--- config.mk ---
export PLATFORM = sky130hd
export DESIGN_NAME = rfe_remote_front_end
export DESIGN_NICKNAME = d
export VERILOG_FILES = /design/src/rtl/rfe_pkg.sv /design/src/rtl/rfe_cq_if.sv /design/src/rtl/rfe_cmd_queue.sv /design/src/rtl/rfe_remote_front_end.sv
export SDC_FILE = /design/constraint.sdc
export NUM_CORES = 2
export LEC_CHECK = 0
export BUFFER_PORTS_ARGS = -buffer_cell sky130_fd_sc_hd__buf_2
export CAP_MARGIN = 40
export CORE_UTILIZATION = 40
export CTS_CLUSTER_SIZE = 12
export DETAILED_ROUTE_END_ITERATION = 6
export SLEW_MARGIN = 20
export SYNTH_ARGS = -nofsm -noshare
export SYNTH_HDL_FRONTEND = slang
export SYNTH_SLANG_ARGS = --single-unit
--- constraint.sdc ---
create_clock -name clk_i -period 5.3 [get_ports clk_i]
set_clock_uncertainty 0.05 [all_clocks]
set_input_delay 0 -clock clk_i [delete_from_list [all_inputs] [get_ports clk_i]]
set_output_delay 0 -clock clk_i [all_outputs]
set_load 0.02 [all_outputs]
--- src/rtl/rfe_pkg.sv ---
// Constants and types shared by the remote command front end
package rfe_pkg;

  // Clock and serial line settings handed to the UART blocks
  localparam int unsigned CLK_HZ = 100_000_000;
  localparam int unsigned BAUD_VIRTUAL_SERIAL_PORT = 460_800;
  localparam int unsigned BAUD_LEGACY = 115_200;
  localparam logic [3:0] UART_DATA_BITS = 4'h8;
  localparam logic [1:0] UART_START_BITS = 2'h1;
  localparam logic [1:0] UART_STOP_BITS = 2'h1;
  localparam logic UART_PARITY_EN = 1'b0;
  localparam logic UART_FLOW_EN = 1'b0;
  localparam logic [15:0] VIRTUAL_SERIAL_PORT_BIT_CYCLES =
    16'(CLK_HZ / BAUD_VIRTUAL_SERIAL_PORT);
  localparam logic [15:0] LEGACY_BIT_CYCLES = 16'(CLK_HZ / BAUD_LEGACY);

  // ASCII bytes
  localparam logic [7:0] CH_CR = 8'h0D;
  localparam logic [7:0] CH_LF = 8'h0A;
  localparam logic [7:0] CH_SEMI = 8'h3B;
  localparam logic [7:0] CH_ONE = 8'h31;
  localparam logic [7:0] CH_LOW_A = 8'h61;
  localparam logic [7:0] CH_LOW_Z = 8'h7A;
  localparam logic [7:0] CASE_BIT = 8'h20;

  // Sources: two serial ports, then one per network connection
  localparam int unsigned SRC_W = 4;
  localparam int unsigned CONN_W = 3;
  localparam int unsigned N_CONN = 8;
  localparam logic [SRC_W-1:0] SRC_VIRTUAL_SERIAL_PORT = 4'h0;
  localparam logic [SRC_W-1:0] SRC_LEGACY = 4'h1;
  localparam logic [SRC_W-1:0] SRC_NET_BASE = 4'h8;

  // Network ports that are accepted
  localparam logic [15:0] PORT_TELNET = 16'h0017;
  localparam logic [15:0] PORT_CMD = 16'h1C0C;
  localparam logic [15:0] PORT_RAW = 16'h1C11;

  // Status and error
  localparam logic [15:0] ERR_INPUT_OVERFLOW = 16'hFED1;
  localparam int unsigned ESR_OPC_BIT = 0;
  localparam int unsigned ESR_EXE_BIT = 4;
  localparam logic [7:0] ESR_RST = 8'h80;

  // Command line and queue
  localparam int unsigned CMD_BYTES = 16;
  localparam int unsigned LEN_W = 5;
  localparam int unsigned QUEUE_DEPTH = 4;
  localparam logic [LEN_W-1:0] LEN_OPC = 5'h04;
  localparam logic [LEN_W-1:0] LEN_OPCQ = 5'h05;
  localparam logic [31:0] TXT_OPC = 32'h43504F2A;
  localparam logic [39:0] TXT_OPCQ = 40'h3F43504F2A;

  // Greeting sent on the command port, first byte in the top bits
  localparam int unsigned GREET_LEN = 22;
  localparam logic [GREET_LEN*8-1:0] GREET_TEXT =
    {"IP Interface", CH_CR, CH_LF, "Hello.", CH_CR, CH_LF};

  typedef enum logic [1:0] {
    KIND_GEN = 2'b00,
    KIND_OPC = 2'b01,
    KIND_OPCQ = 2'b10
  } rfe_kind_t;

  typedef struct packed {
    logic [SRC_W-1:0] src;
    rfe_kind_t kind;
    logic [LEN_W-1:0] len;
    logic [CMD_BYTES*8-1:0] text;
  } rfe_entry_t;

endpackage : rfe_pkg

--- src/rtl/rfe_cq_if.sv ---
// Push and pop channel between the line parser and the command queue
interface rfe_cq_if;
  import rfe_pkg::*;
  logic push_valid;
  rfe_entry_t push_entry;
  logic full;
  logic pop_valid;
  rfe_entry_t pop_entry;
  logic pop_ready;

  modport queue (
    input push_valid, push_entry, pop_ready,
    output full, pop_valid, pop_entry
  );
  modport user (
    output push_valid, push_entry, pop_ready,
    input full, pop_valid, pop_entry
  );
endinterface : rfe_cq_if

--- src/rtl/rfe_cmd_queue.sv ---
// In-order command queue with a parameter depth
module rfe_cmd_queue
  import rfe_pkg::*;
#(
  parameter int unsigned DEPTH = QUEUE_DEPTH
) (
  // Clock and reset
  input wire logic clk_i,
  input wire logic resetn_i,
  input wire logic ce_i,
  // Queue channel
  rfe_cq_if.queue q
);

  localparam int unsigned PW = $clog2(DEPTH);

  typedef struct packed {
    rfe_entry_t [DEPTH-1:0] mem;
    logic [PW-1:0] wptr;
    logic [PW-1:0] rptr;
    logic [PW:0] count;
  } rfe_q_state_t;

  rfe_q_state_t s_q;
  rfe_q_state_t s_d;
  logic do_push;
  logic do_pop;

  // Full only when every slot holds an unexecuted command
  assign q.full = (s_q.count == (PW+1)'(DEPTH));
  assign q.pop_valid = (s_q.count != '0);
  assign q.pop_entry = s_q.mem[s_q.rptr];
  // A push into a full queue is simply not stored
  assign do_push = q.push_valid && !q.full;
  assign do_pop = q.pop_valid && q.pop_ready;

  always_comb begin
    s_d = s_q;
    if (do_push) begin
      s_d.mem[s_q.wptr] = q.push_entry;
      s_d.wptr = (s_q.wptr == PW'(DEPTH - 1)) ? '0 : s_q.wptr + 1'b1;
    end
    if (do_pop) begin
      s_d.rptr = (s_q.rptr == PW'(DEPTH - 1)) ? '0 : s_q.rptr + 1'b1;
    end
    if (do_push && !do_pop) begin
      s_d.count = s_q.count + 1'b1;
    end else if (do_pop && !do_push) begin
      s_d.count = s_q.count - 1'b1;
    end
  end

  always_ff @(posedge clk_i) begin
    if (!resetn_i) begin
      s_q <= '0;
    end else if (ce_i) begin
      s_q <= s_d;
    end
  end

endmodule : rfe_cmd_queue

--- src/rtl/rfe_remote_front_end.sv ---
// Remote command front end: line parsing, queueing, replies, connections
//
// Functional notes
// - Command arriving at a full queue is dropped; error -303 reported.
// - Operation-complete command is queued and runs in order.
// - Executing operation-complete command sets event register bit 0.
// - Operation-complete query replies "1" CR LF, leaves event bit alone.
// - Each reply goes only to the interface its query came from.
// - Virtual serial port runs 460800 baud, 8N1, no flow control.
// - Legacy serial port runs fixed 115200 baud, 8N1, no flow control.
// - Input is ASCII; keywords match regardless of letter case.
// - Every transmission ends with CR then LF.
// - CR, LF, CR LF, LF CR or semicolon ends a command.
// - Received characters are never echoed back.
// - Network connections accepted only on ports 23, 7180, 7185.
// - New port 7180 connection gets a fixed two-line greeting.
// - Several connections allowed on port 7180 and on port 23.
// - Display broadcast goes only to newest port 23 connection.
// - Port 7185 sends no greeting and allows several connections.
// - Overflow also sets the execution error bit, weight 16.
module rfe_remote_front_end
  import rfe_pkg::*;
(
  // Clock, reset and clock enable
  input wire logic clk_i,
  input wire logic resetn_i,
  input wire logic ce_i,
  // Received bytes from serial ports and network connections
  input wire logic rx_valid_i,
  input wire logic [7:0] rx_data_i,
  input wire logic [SRC_W-1:0] rx_src_i,
  // Network connection events
  input wire logic conn_open_i,
  input wire logic conn_close_i,
  input wire logic [15:0] conn_port_i,
  input wire logic [CONN_W-1:0] conn_id_i,
  output logic conn_accept_o,
  output logic conn_reject_o,
  // Display broadcast target
  output logic bcast_valid_o,
  output logic [CONN_W-1:0] bcast_conn_o,
  // Generic command execution
  output logic exec_valid_o,
  output logic [SRC_W-1:0] exec_src_o,
  output logic [LEN_W-1:0] exec_len_o,
  output logic [CMD_BYTES*8-1:0] exec_text_o,
  input wire logic exec_ready_i,
  input wire logic exec_reply_i,
  // Reply bytes from the executor
  input wire logic rsp_valid_i,
  input wire logic [7:0] rsp_data_i,
  input wire logic rsp_last_i,
  output logic rsp_ready_o,
  // Transmitted bytes
  output logic tx_valid_o,
  output logic [7:0] tx_data_o,
  output logic [SRC_W-1:0] tx_dst_o,
  input wire logic tx_ready_i,
  // Status
  output logic [7:0] esr_o,
  input wire logic esr_clear_i,
  output logic err_valid_o,
  output logic [15:0] err_code_o,
  // Serial port configuration
  output logic [15:0] virtual_serial_port_bit_cycles_o,
  output logic [15:0] legacy_bit_cycles_o,
  output logic [7:0] uart_frame_o
);

  typedef enum logic [2:0] {
    ST_IDLE = 3'b000,
    ST_EXEC = 3'b001,
    ST_RSP = 3'b010,
    ST_ONE = 3'b011,
    ST_CR = 3'b100,
    ST_LF = 3'b101,
    ST_GREET = 3'b110
  } rfe_state_t;

  typedef struct packed {
    rfe_state_t st;
    logic [CMD_BYTES*8-1:0] line;
    logic [LEN_W-1:0] len;
    logic [SRC_W-1:0] line_src;
    rfe_entry_t cur;
    logic [7:0] esr;
    logic err;
    logic acc;
    logic rej;
    logic [N_CONN-1:0] greet;
    logic [LEN_W-1:0] gidx;
    logic bc_valid;
    logic [CONN_W-1:0] bc_id;
    logic tx_valid;
    logic [7:0] tx_data;
    logic [SRC_W-1:0] tx_dst;
  } rfe_main_state_t;

  rfe_main_state_t s_q;
  rfe_main_state_t s_d;

  rfe_cq_if cq ();

  rfe_cmd_queue #(
    .DEPTH(QUEUE_DEPTH)
  ) u_queue (
    .clk_i(clk_i),
    .resetn_i(resetn_i),
    .ce_i(ce_i),
    .q(cq.queue)
  );

  logic is_term;
  logic [7:0] folded;
  logic can_load;
  rfe_kind_t line_kind;
  logic [CONN_W-1:0] greet_sel;
  logic greet_any;

  // Terminators; an empty line is dropped, which folds CR LF and LF CR
  assign is_term = (rx_data_i == CH_CR) || (rx_data_i == CH_LF) ||
                   (rx_data_i == CH_SEMI);

  // Upper-case fold so keyword matching ignores case
  assign folded = ((rx_data_i >= CH_LOW_A) && (rx_data_i <= CH_LOW_Z)) ?
                  (rx_data_i & ~CASE_BIT) : rx_data_i;

  // Output byte slot is free or is being taken this cycle
  assign can_load = !s_q.tx_valid || tx_ready_i;

  always_comb begin
    line_kind = KIND_GEN;
    if (s_q.len == LEN_OPC && s_q.line[31:0] == TXT_OPC) begin
      line_kind = KIND_OPC;
    end else if (s_q.len == LEN_OPCQ && s_q.line[39:0] == TXT_OPCQ) begin
      line_kind = KIND_OPCQ;
    end
  end

  // Lowest connection still owed its greeting
  always_comb begin
    greet_sel = '0;
    greet_any = 1'b0;
    for (int i = N_CONN - 1; i >= 0; i--) begin
      if (s_q.greet[i]) begin
        greet_sel = CONN_W'(i);
        greet_any = 1'b1;
      end
    end
  end

  // Completed line goes to the queue with its kind and source
  always_comb begin
    cq.push_valid = ce_i && rx_valid_i && is_term && (s_q.len != '0);
    cq.push_entry.src = s_q.line_src;
    cq.push_entry.kind = line_kind;
    cq.push_entry.len = s_q.len;
    cq.push_entry.text = s_q.line;
  end

  always_comb begin
    s_d = s_q;
    s_d.err = 1'b0;
    s_d.acc = 1'b0;
    s_d.rej = 1'b0;
    cq.pop_ready = 1'b0;
    rsp_ready_o = 1'b0;
    if (s_q.tx_valid && tx_ready_i) begin
      s_d.tx_valid = 1'b0;
    end

    // Status register: clear first, so any set in this cycle wins
    if (esr_clear_i) begin
      s_d.esr = '0;
    end

    // Line assembly
    if (rx_valid_i) begin
      if (is_term) begin
        s_d.len = '0;
        s_d.line = '0;
        if (cq.push_valid && cq.full) begin
          s_d.err = 1'b1;
          s_d.esr[ESR_EXE_BIT] = 1'b1;
        end
      end else begin
        if (s_q.len == '0) begin
          s_d.line_src = rx_src_i;
        end
        // Bytes past the line buffer are discarded; the line still counts
        if (s_q.len < LEN_W'(CMD_BYTES)) begin
          s_d.line[8*s_q.len +: 8] = folded;
          s_d.len = s_q.len + 1'b1;
        end
      end
    end

    // Connection bookkeeping
    if (conn_close_i) begin
      s_d.greet[conn_id_i] = 1'b0;
      if (s_q.bc_valid && s_q.bc_id == conn_id_i) begin
        s_d.bc_valid = 1'b0;
      end
    end
    if (conn_open_i) begin
      // Only the three listening ports answer; any number per port
      if (conn_port_i == PORT_TELNET || conn_port_i == PORT_CMD ||
          conn_port_i == PORT_RAW) begin
        s_d.acc = 1'b1;
      end else begin
        s_d.rej = 1'b1;
      end
      if (conn_port_i == PORT_CMD) begin
        s_d.greet[conn_id_i] = 1'b1;
      end
      if (conn_port_i == PORT_TELNET) begin
        // Newest telnet connection takes over the broadcast
        s_d.bc_valid = 1'b1;
        s_d.bc_id = conn_id_i;
      end
    end

    // Execution and transmit sequencer; only replies and greetings
    // ever reach the transmitter, received bytes never do
    unique case (s_q.st)
      ST_IDLE: begin
        if (greet_any) begin
          s_d.st = ST_GREET;
          s_d.gidx = '0;
          s_d.cur.src = SRC_NET_BASE | SRC_W'(greet_sel);
          s_d.greet[greet_sel] = 1'b0;
        end else if (cq.pop_valid) begin
          cq.pop_ready = 1'b1;
          s_d.cur = cq.pop_entry;
          unique case (cq.pop_entry.kind)
            KIND_OPC: begin
              s_d.esr[ESR_OPC_BIT] = 1'b1;
            end
            KIND_OPCQ: begin
              s_d.st = ST_ONE;
            end
            default: begin
              s_d.st = ST_EXEC;
            end
          endcase
        end
      end
      ST_EXEC: begin
        if (exec_ready_i) begin
          s_d.st = exec_reply_i ? ST_RSP : ST_IDLE;
        end
      end
      ST_RSP: begin
        rsp_ready_o = can_load;
        if (rsp_valid_i && can_load) begin
          s_d.tx_valid = 1'b1;
          s_d.tx_data = rsp_data_i;
          s_d.tx_dst = s_q.cur.src;
          if (rsp_last_i) begin
            s_d.st = ST_CR;
          end
        end
      end
      ST_ONE: begin
        if (can_load) begin
          s_d.tx_valid = 1'b1;
          s_d.tx_data = CH_ONE;
          s_d.tx_dst = s_q.cur.src;
          s_d.st = ST_CR;
        end
      end
      ST_CR: begin
        if (can_load) begin
          s_d.tx_valid = 1'b1;
          s_d.tx_data = CH_CR;
          s_d.tx_dst = s_q.cur.src;
          s_d.st = ST_LF;
        end
      end
      ST_LF: begin
        if (can_load) begin
          s_d.tx_valid = 1'b1;
          s_d.tx_data = CH_LF;
          s_d.tx_dst = s_q.cur.src;
          s_d.st = ST_IDLE;
        end
      end
      ST_GREET: begin
        if (can_load) begin
          s_d.tx_valid = 1'b1;
          s_d.tx_data =
            GREET_TEXT[8*(GREET_LEN-1-int'(s_q.gidx)) +: 8];
          s_d.tx_dst = s_q.cur.src;
          s_d.gidx = s_q.gidx + 1'b1;
          // The greeting text carries its own CR LF endings
          if (s_q.gidx == LEN_W'(GREET_LEN - 1)) begin
            s_d.st = ST_IDLE;
          end
        end
      end
      default: begin
        s_d.st = ST_IDLE;
      end
    endcase
  end

  always_ff @(posedge clk_i) begin
    if (!resetn_i) begin
      s_q <= '0;
      s_q.st <= ST_IDLE;
      s_q.esr <= ESR_RST;
    end else if (ce_i) begin
      s_q <= s_d;
    end
  end

  // Outputs
  assign conn_accept_o = s_q.acc;
  assign conn_reject_o = s_q.rej;
  assign bcast_valid_o = s_q.bc_valid;
  assign bcast_conn_o = s_q.bc_id;
  assign exec_valid_o = (s_q.st == ST_EXEC);
  assign exec_src_o = s_q.cur.src;
  assign exec_len_o = s_q.cur.len;
  assign exec_text_o = s_q.cur.text;
  assign tx_valid_o = s_q.tx_valid;
  assign tx_data_o = s_q.tx_data;
  assign tx_dst_o = s_q.tx_dst;
  assign esr_o = s_q.esr;
  assign err_valid_o = s_q.err;
  assign err_code_o = ERR_INPUT_OVERFLOW;

  // Fixed line settings for the two serial ports
  assign virtual_serial_port_bit_cycles_o =
    VIRTUAL_SERIAL_PORT_BIT_CYCLES;
  assign legacy_bit_cycles_o = LEGACY_BIT_CYCLES;
  assign uart_frame_o = {UART_DATA_BITS, UART_START_BITS,
                         UART_STOP_BITS[0], UART_PARITY_EN | UART_FLOW_EN};

endmodule : rfe_remote_front_end

== Word level (Yosys, flattened, before mapping) ==
Cells that the tools add are included.
Storage, ports and cells
  register bits: 878
  output and inout port bits: 223
Operators by class
  add/subtract/negate cells: 8
  magnitude comparators: 10
  equality and inequality tests: 34
  shifts and indexed selects: 3
  muxes and demuxes: 85
  bitwise logic cells: 7
  reductions and logical operators: 47
Operator list (number)
  bitwise mux 556 bit: 1
  two-way mux 139 bit: 3
  binary-select mux 139 bit (select 2 bit): 1
  demux 139 bit (select 2 bit): 1
  two-way mux 133 bit: 2
  indexed part select 176 x 33 -> 8 bit (first input constant): 1
  bitwise mux 128 bit: 1
  variable shift 8 x 34 -> 128 bit (first input constant): 1
  indexed part select 8 x 34 -> 128 bit: 1
  two-way mux 13 bit: 6
  case mux 13 bit (5 select lines): 1
  two-way mux 3 bit: 20
  equality test 40 x 38 -> 1 bit (second input constant): 1
  negator 8 -> 34 bit: 1
  equality test 16 x 13 -> 1 bit (second input constant): 2
  equality test 32 x 31 -> 1 bit (second input constant): 1
  two-way mux 1 bit: 29
  two-way mux 8 bit: 3
  case mux 3 bit (7 select lines): 1
  logical AND 1 bit: 17
  bitwise AND 8 bit: 2
  equality test 16 x 5 -> 1 bit (second input constant): 1
  equality test 8 x 4 -> 1 bit (second input constant): 2
  != test 2 bit (second input constant): 8
  other kinds (47): 87

== Depth between registers and ports, before layout ==
  depth in word-level cells: 16
  mapped depth: 15

== Cells and area by module ==
From an unflattened synthesis, not the netlist that was laid out.
Unflattened totals
  cells, all modules: 3904
  area total of the unflattened synthesis: 38465.6 um^2
Modules (own cells, without submodules)
  rfe_cmd_queue: times used 1, cells an instance 2171, area each 23994.3 um^2, sequential area each 11270.8 um^2
  rfe_remote_front_end: times used 1, cells an instance 1733, area each 14471.4 um^2, sequential area each 6266.0 um^2

== Worst setup path before layout ==
No wires, ideal clock.
  kind: register to register
  start point: register s_q (netlist bit cq.push_entry[128])
  end point: register u_queue.s_q[2] in the netlist's numbering
  library setup time: 128 ps
  data arrival time: 3093 ps
  required time: 5122 ps
  path slack: 2030 ps
  cell stages (with the launch flop): 16
  period minus slack after synthesis: 3270 ps
  cells stage by stage: dfxtp_1 -> clkbuf_1 -> inv_1 -> ha_1 -> nor3b_1 -> ha_1 -> a21oi_2 -> nand2_1 -> inv_1 -> ha_1 -> inv_1 -> fa_1 -> xnor2_1 -> nand2_1 -> xor2_1 -> nor2_1
Between the ends
  cells in the longest elaborated chain, start to end: 7
  elaborated cells on any way between the ends: 9
Ends and longest elaborated chain
  start, declared: RTL line rfe_remote_front_end.sv:99  | rfe_main_state_t s_q;
  nonzero test 5 bit (*): RTL line rfe_remote_front_end.sv:154  | cq.push_valid = ce_i && rx_valid_i && is_term && (s_q.len != '0);
  logical AND 1 bit (*): RTL line rfe_remote_front_end.sv:154
  logical AND 1 bit (*): RTL line rfe_cmd_queue.sv:34  | assign do_push = q.push_valid && !q.full;
  logical NOT 1 bit: RTL line rfe_cmd_queue.sv:48  | end else if (do_pop && !do_push) begin
  logical AND 1 bit: RTL line rfe_cmd_queue.sv:48
  nonzero test 2 bit (no source line)
  AND reduction 2 bit (no source line)
  end signal, assigned: RTL line rfe_cmd_queue.sv:55  | s_q <= '0;
  end signal, assigned: RTL line rfe_cmd_queue.sv:57  | s_q <= s_d;
  end, declared: RTL line rfe_cmd_queue.sv:24  | rfe_q_state_t s_q;
Every way passes the cells marked *; elsewhere a longest branch is shown, timed or not.
A chain may end at the register's enable or synchronous reset.

== Final worst setup path ==
  start point: register s_q (netlist bit cq.push_entry[128])
  end point: register u_queue.s_q[89] in the netlist's numbering
Between the ends
  cells in the longest elaborated chain, start to end: 4
Ends and longest elaborated chain (RTL line)
  nonzero test 5 bit: rfe_remote_front_end.sv:154
  logical AND 1 bit: rfe_remote_front_end.sv:154
  logical AND 1 bit: rfe_cmd_queue.sv:34
  AND reduction 2 bit (no source line)
Every way passes these cells.

==> flow_summary.toml <==
[die]
die_y_um = 305
chipWidth_um = 305
fp-row-count = 110
io-pin-count = 274
initial_core_util = 0.405
coreArea_mm2 = 0.0904
die_area_mm2 = 0.0929

[pwr]
vdd_drop_max_mv = 0.288
powerDensity_mw_per_mm2 = 363
p_leak_nw = 13.6
power_mw = 14.6

[clock_network]
numCtsBuffers = 93
worstSkewPairLatency_ps = 650
root_buffer = "clkbuf_16"
cts.clk_slew.worst_paths_ps = 60
cts_max_level = 3
clk_path_buf_depth = 3
cts_tree = "done"
cts.sinks = 876

[logic_synthesis]
synth.avg_cell_area_um2 = 9.17
syn_area_mm2 = 0.0367
synth_edf_count = 0
synthDistinctLibCells = 87
ys_seq_area_frac = 0.478
async_reset_ff_frac = 0
yosys_most_used_dff = "dfxtp_1"
syn-instance-count = 3999
ys_ff_latch = 876
yosys_warnings = 0

[final_layout]
syn2layout_area_growth_pct = 9.73
drive_gt1_frac = 0.147
layout_common_cells = "dfxtp_1 (874), nand3_1 (626), nand2_1 (521)"
utilization = 0.445
nNetsFinal = 3983
final_common_cell = "dfxtp_1"
fin_area_mm2 = 0.0402
fillCellCount = 8714

[hold_path]
hold_depth = 5
hold_class = "input pin to flop"

[route]
avgViaCountPerCell = 5.36
drc = 0
detail_route.wl_per_cell_um = 18.4
drt-total-wl_um = 94900
drt_iter0_markers = 2185
num_vias = 27700
drtAntennaViolNets = 0
drt-pass1-iter-count = 5

[timing]
slew_violations = 0
rsz0062_at_grt = "false"
setup_viol = 0
worst_pin_slew_ps = 973
fin_setup_tns_ps = 0
hold_violations = 0
relSlewSlack = 0.351
fin_crit_sh = 0.767
finalCriticalPeriod_ps = 4060
fmax_mhz = 246

[setup_path]
path_max_fanout = 114
required_ps = 5760
critPathLaunchType = "flop"
worstRegToRegCells = 9
crit_path_end_kind = "flop"
timing_worst_setup_path_type = "flop to flop"
worstPathArrival_ps = 4520

[global_routing]
antenna_found_initial = 3
grt_start_max_net_pins = 204
grt_overflow_total = 0
grt_pass1_wl_um = 150000
grt_pass1_vias = 26100
grt_usage = 0.200

[placement]
place_area_mm2 = 0.0365
place_congestion = 0.842
hpwl_um = 59700
portBuffers = 212

[job]
max_cap_violations = 0

[run_status]
status = "complete, no violations"
power by group:
group | internal (mW) | total, mW | switching (mW)
Clock | 3.74 | 6.42 | 2.67
Sequential | 6.62 | 6.70 | 0.0776
Combinational | 0.494 | 1.48 | 0.990
kinds of logic (layout without fill, tap and decap cells):
kind of cell               count (synthesis)  in the layout  share of synthesized area
xor gates and xnor gates                  15             15                    0.00379
muxes                                    151            151                     0.0888
and+or+nand+nor                         1384           1384                      0.178
DFF                                      876            876                      0.478
adders and majority gates                 15             15                    0.00532
buffers and inverters                    573            501                     0.0965
other                                      2             63                   0.000205
AOI/OAI and AO/OA                        983            983                      0.149
what timing repair did:
item / 4_1_cts / 5_1_grt
endpoints found under the hold margin: 164 / 0
resized for setup: 0 / 0
hold buffers: 55 / 0
setup buffers: 0 / 0
through the flow:
stage	std cells	setup slack [ps]	hold WS, ps
2_1_floorplan	4058	2030	86.0
3_3_place_gp	4925	1320	211
3_5_place_dp	4936	1390	221
4_1_cts	5155	1370	5.14
5_1_grt	5164	990	80.1
6_report	5164	1240	35.6
layout make-up:
type,count,area (µm²),area share
flip-flops and latches,876,17500,0.436
multi-input cells,2609,15800,0.393
clock buffers,142,2760,0.0687
repair buffers,317,2280,0.0567
well taps,1176,1470,0.0366
clock inverters,22,259,0.00644
inverters,20,80.1,0.00199
diodes,2,5.00,0.000124
flip-flops by register name, indices dropped and copies added (netlist names):
signal	cells
conn_accept_o	1
bcast_valid_o	1
tx_dst_o	4
s_q	16
conn_reject_o	1
exec_text_o	128
cq.push_entry	137
exec_src_o	4
err_valid_o	1
u_queue.s_q	563
exec_len_o	5
bcast_conn_o	3
tx_data_o	8
esr_o	3
tx_valid_o	1
synthesized netlist by cell type, types with 10 or more instances:
cell | instances | area share
dfxtp_1 | 876 | 0.48
nand3_1 | 627 | 0.086
nand2_1 | 521 | 0.053
o21ai_0 | 342 | 0.047
o21ai_1 | 282 | 0.038
buf_4 | 233 | 0.048
a21oi_1 | 207 | 0.028
clkbuf_1 | 163 | 0.017
mux4_2 | 139 | 0.085
nor2_1 | 77 | 0.0079
buf_6 | 59 | 0.018
buf_1 | 50 | 0.0051
buf_2 | 46 | 0.0063
a22o_1 | 33 | 0.0079
o31ai_1 | 26 | 0.0053
nor3_1 | 22 | 0.0030
nand2b_1 | 19 | 0.0032
nand4_1 | 19 | 0.0032
inv_1 | 18 | 0.0018
ha_1 | 14 | 0.0048
nor2b_1 | 13 | 0.0022
a32o_1 | 10 | 0.0027
worst paths after layout:
kind | slack (ps) | end | start
worst max-delay path | 1240 | u_queue.s_q[89] | cq.push_entry[128]
worst min-delay path | 40 | tx_data_o[0] | rsp_valid_i
worst max register to register | 1240 | u_queue.s_q[89] | cq.push_entry[128]
worst min register to register | 400 | esr_o[7] | esr_o[7]
per-layer routing:
metal	GRT usage	wire length (µm)	vias up
met5	0	0	-
met4	0.0655	2430	0
met2	0.327	44600	614
met3	0.0311	4150	136
li1	-	-	13800
met1	0.271	43700	13100
worst max-delay path: stages (launching register included):
cell and delay (ps):
dfxtp_1 880, inv_1 250, ha_1 370, nor3b_1 180
ha_1 270, a21oi_2 450, nand3_4 600, buf_12 460
nand3_1 200, o21ai_1 70
(Power assumes the default switching activity.)
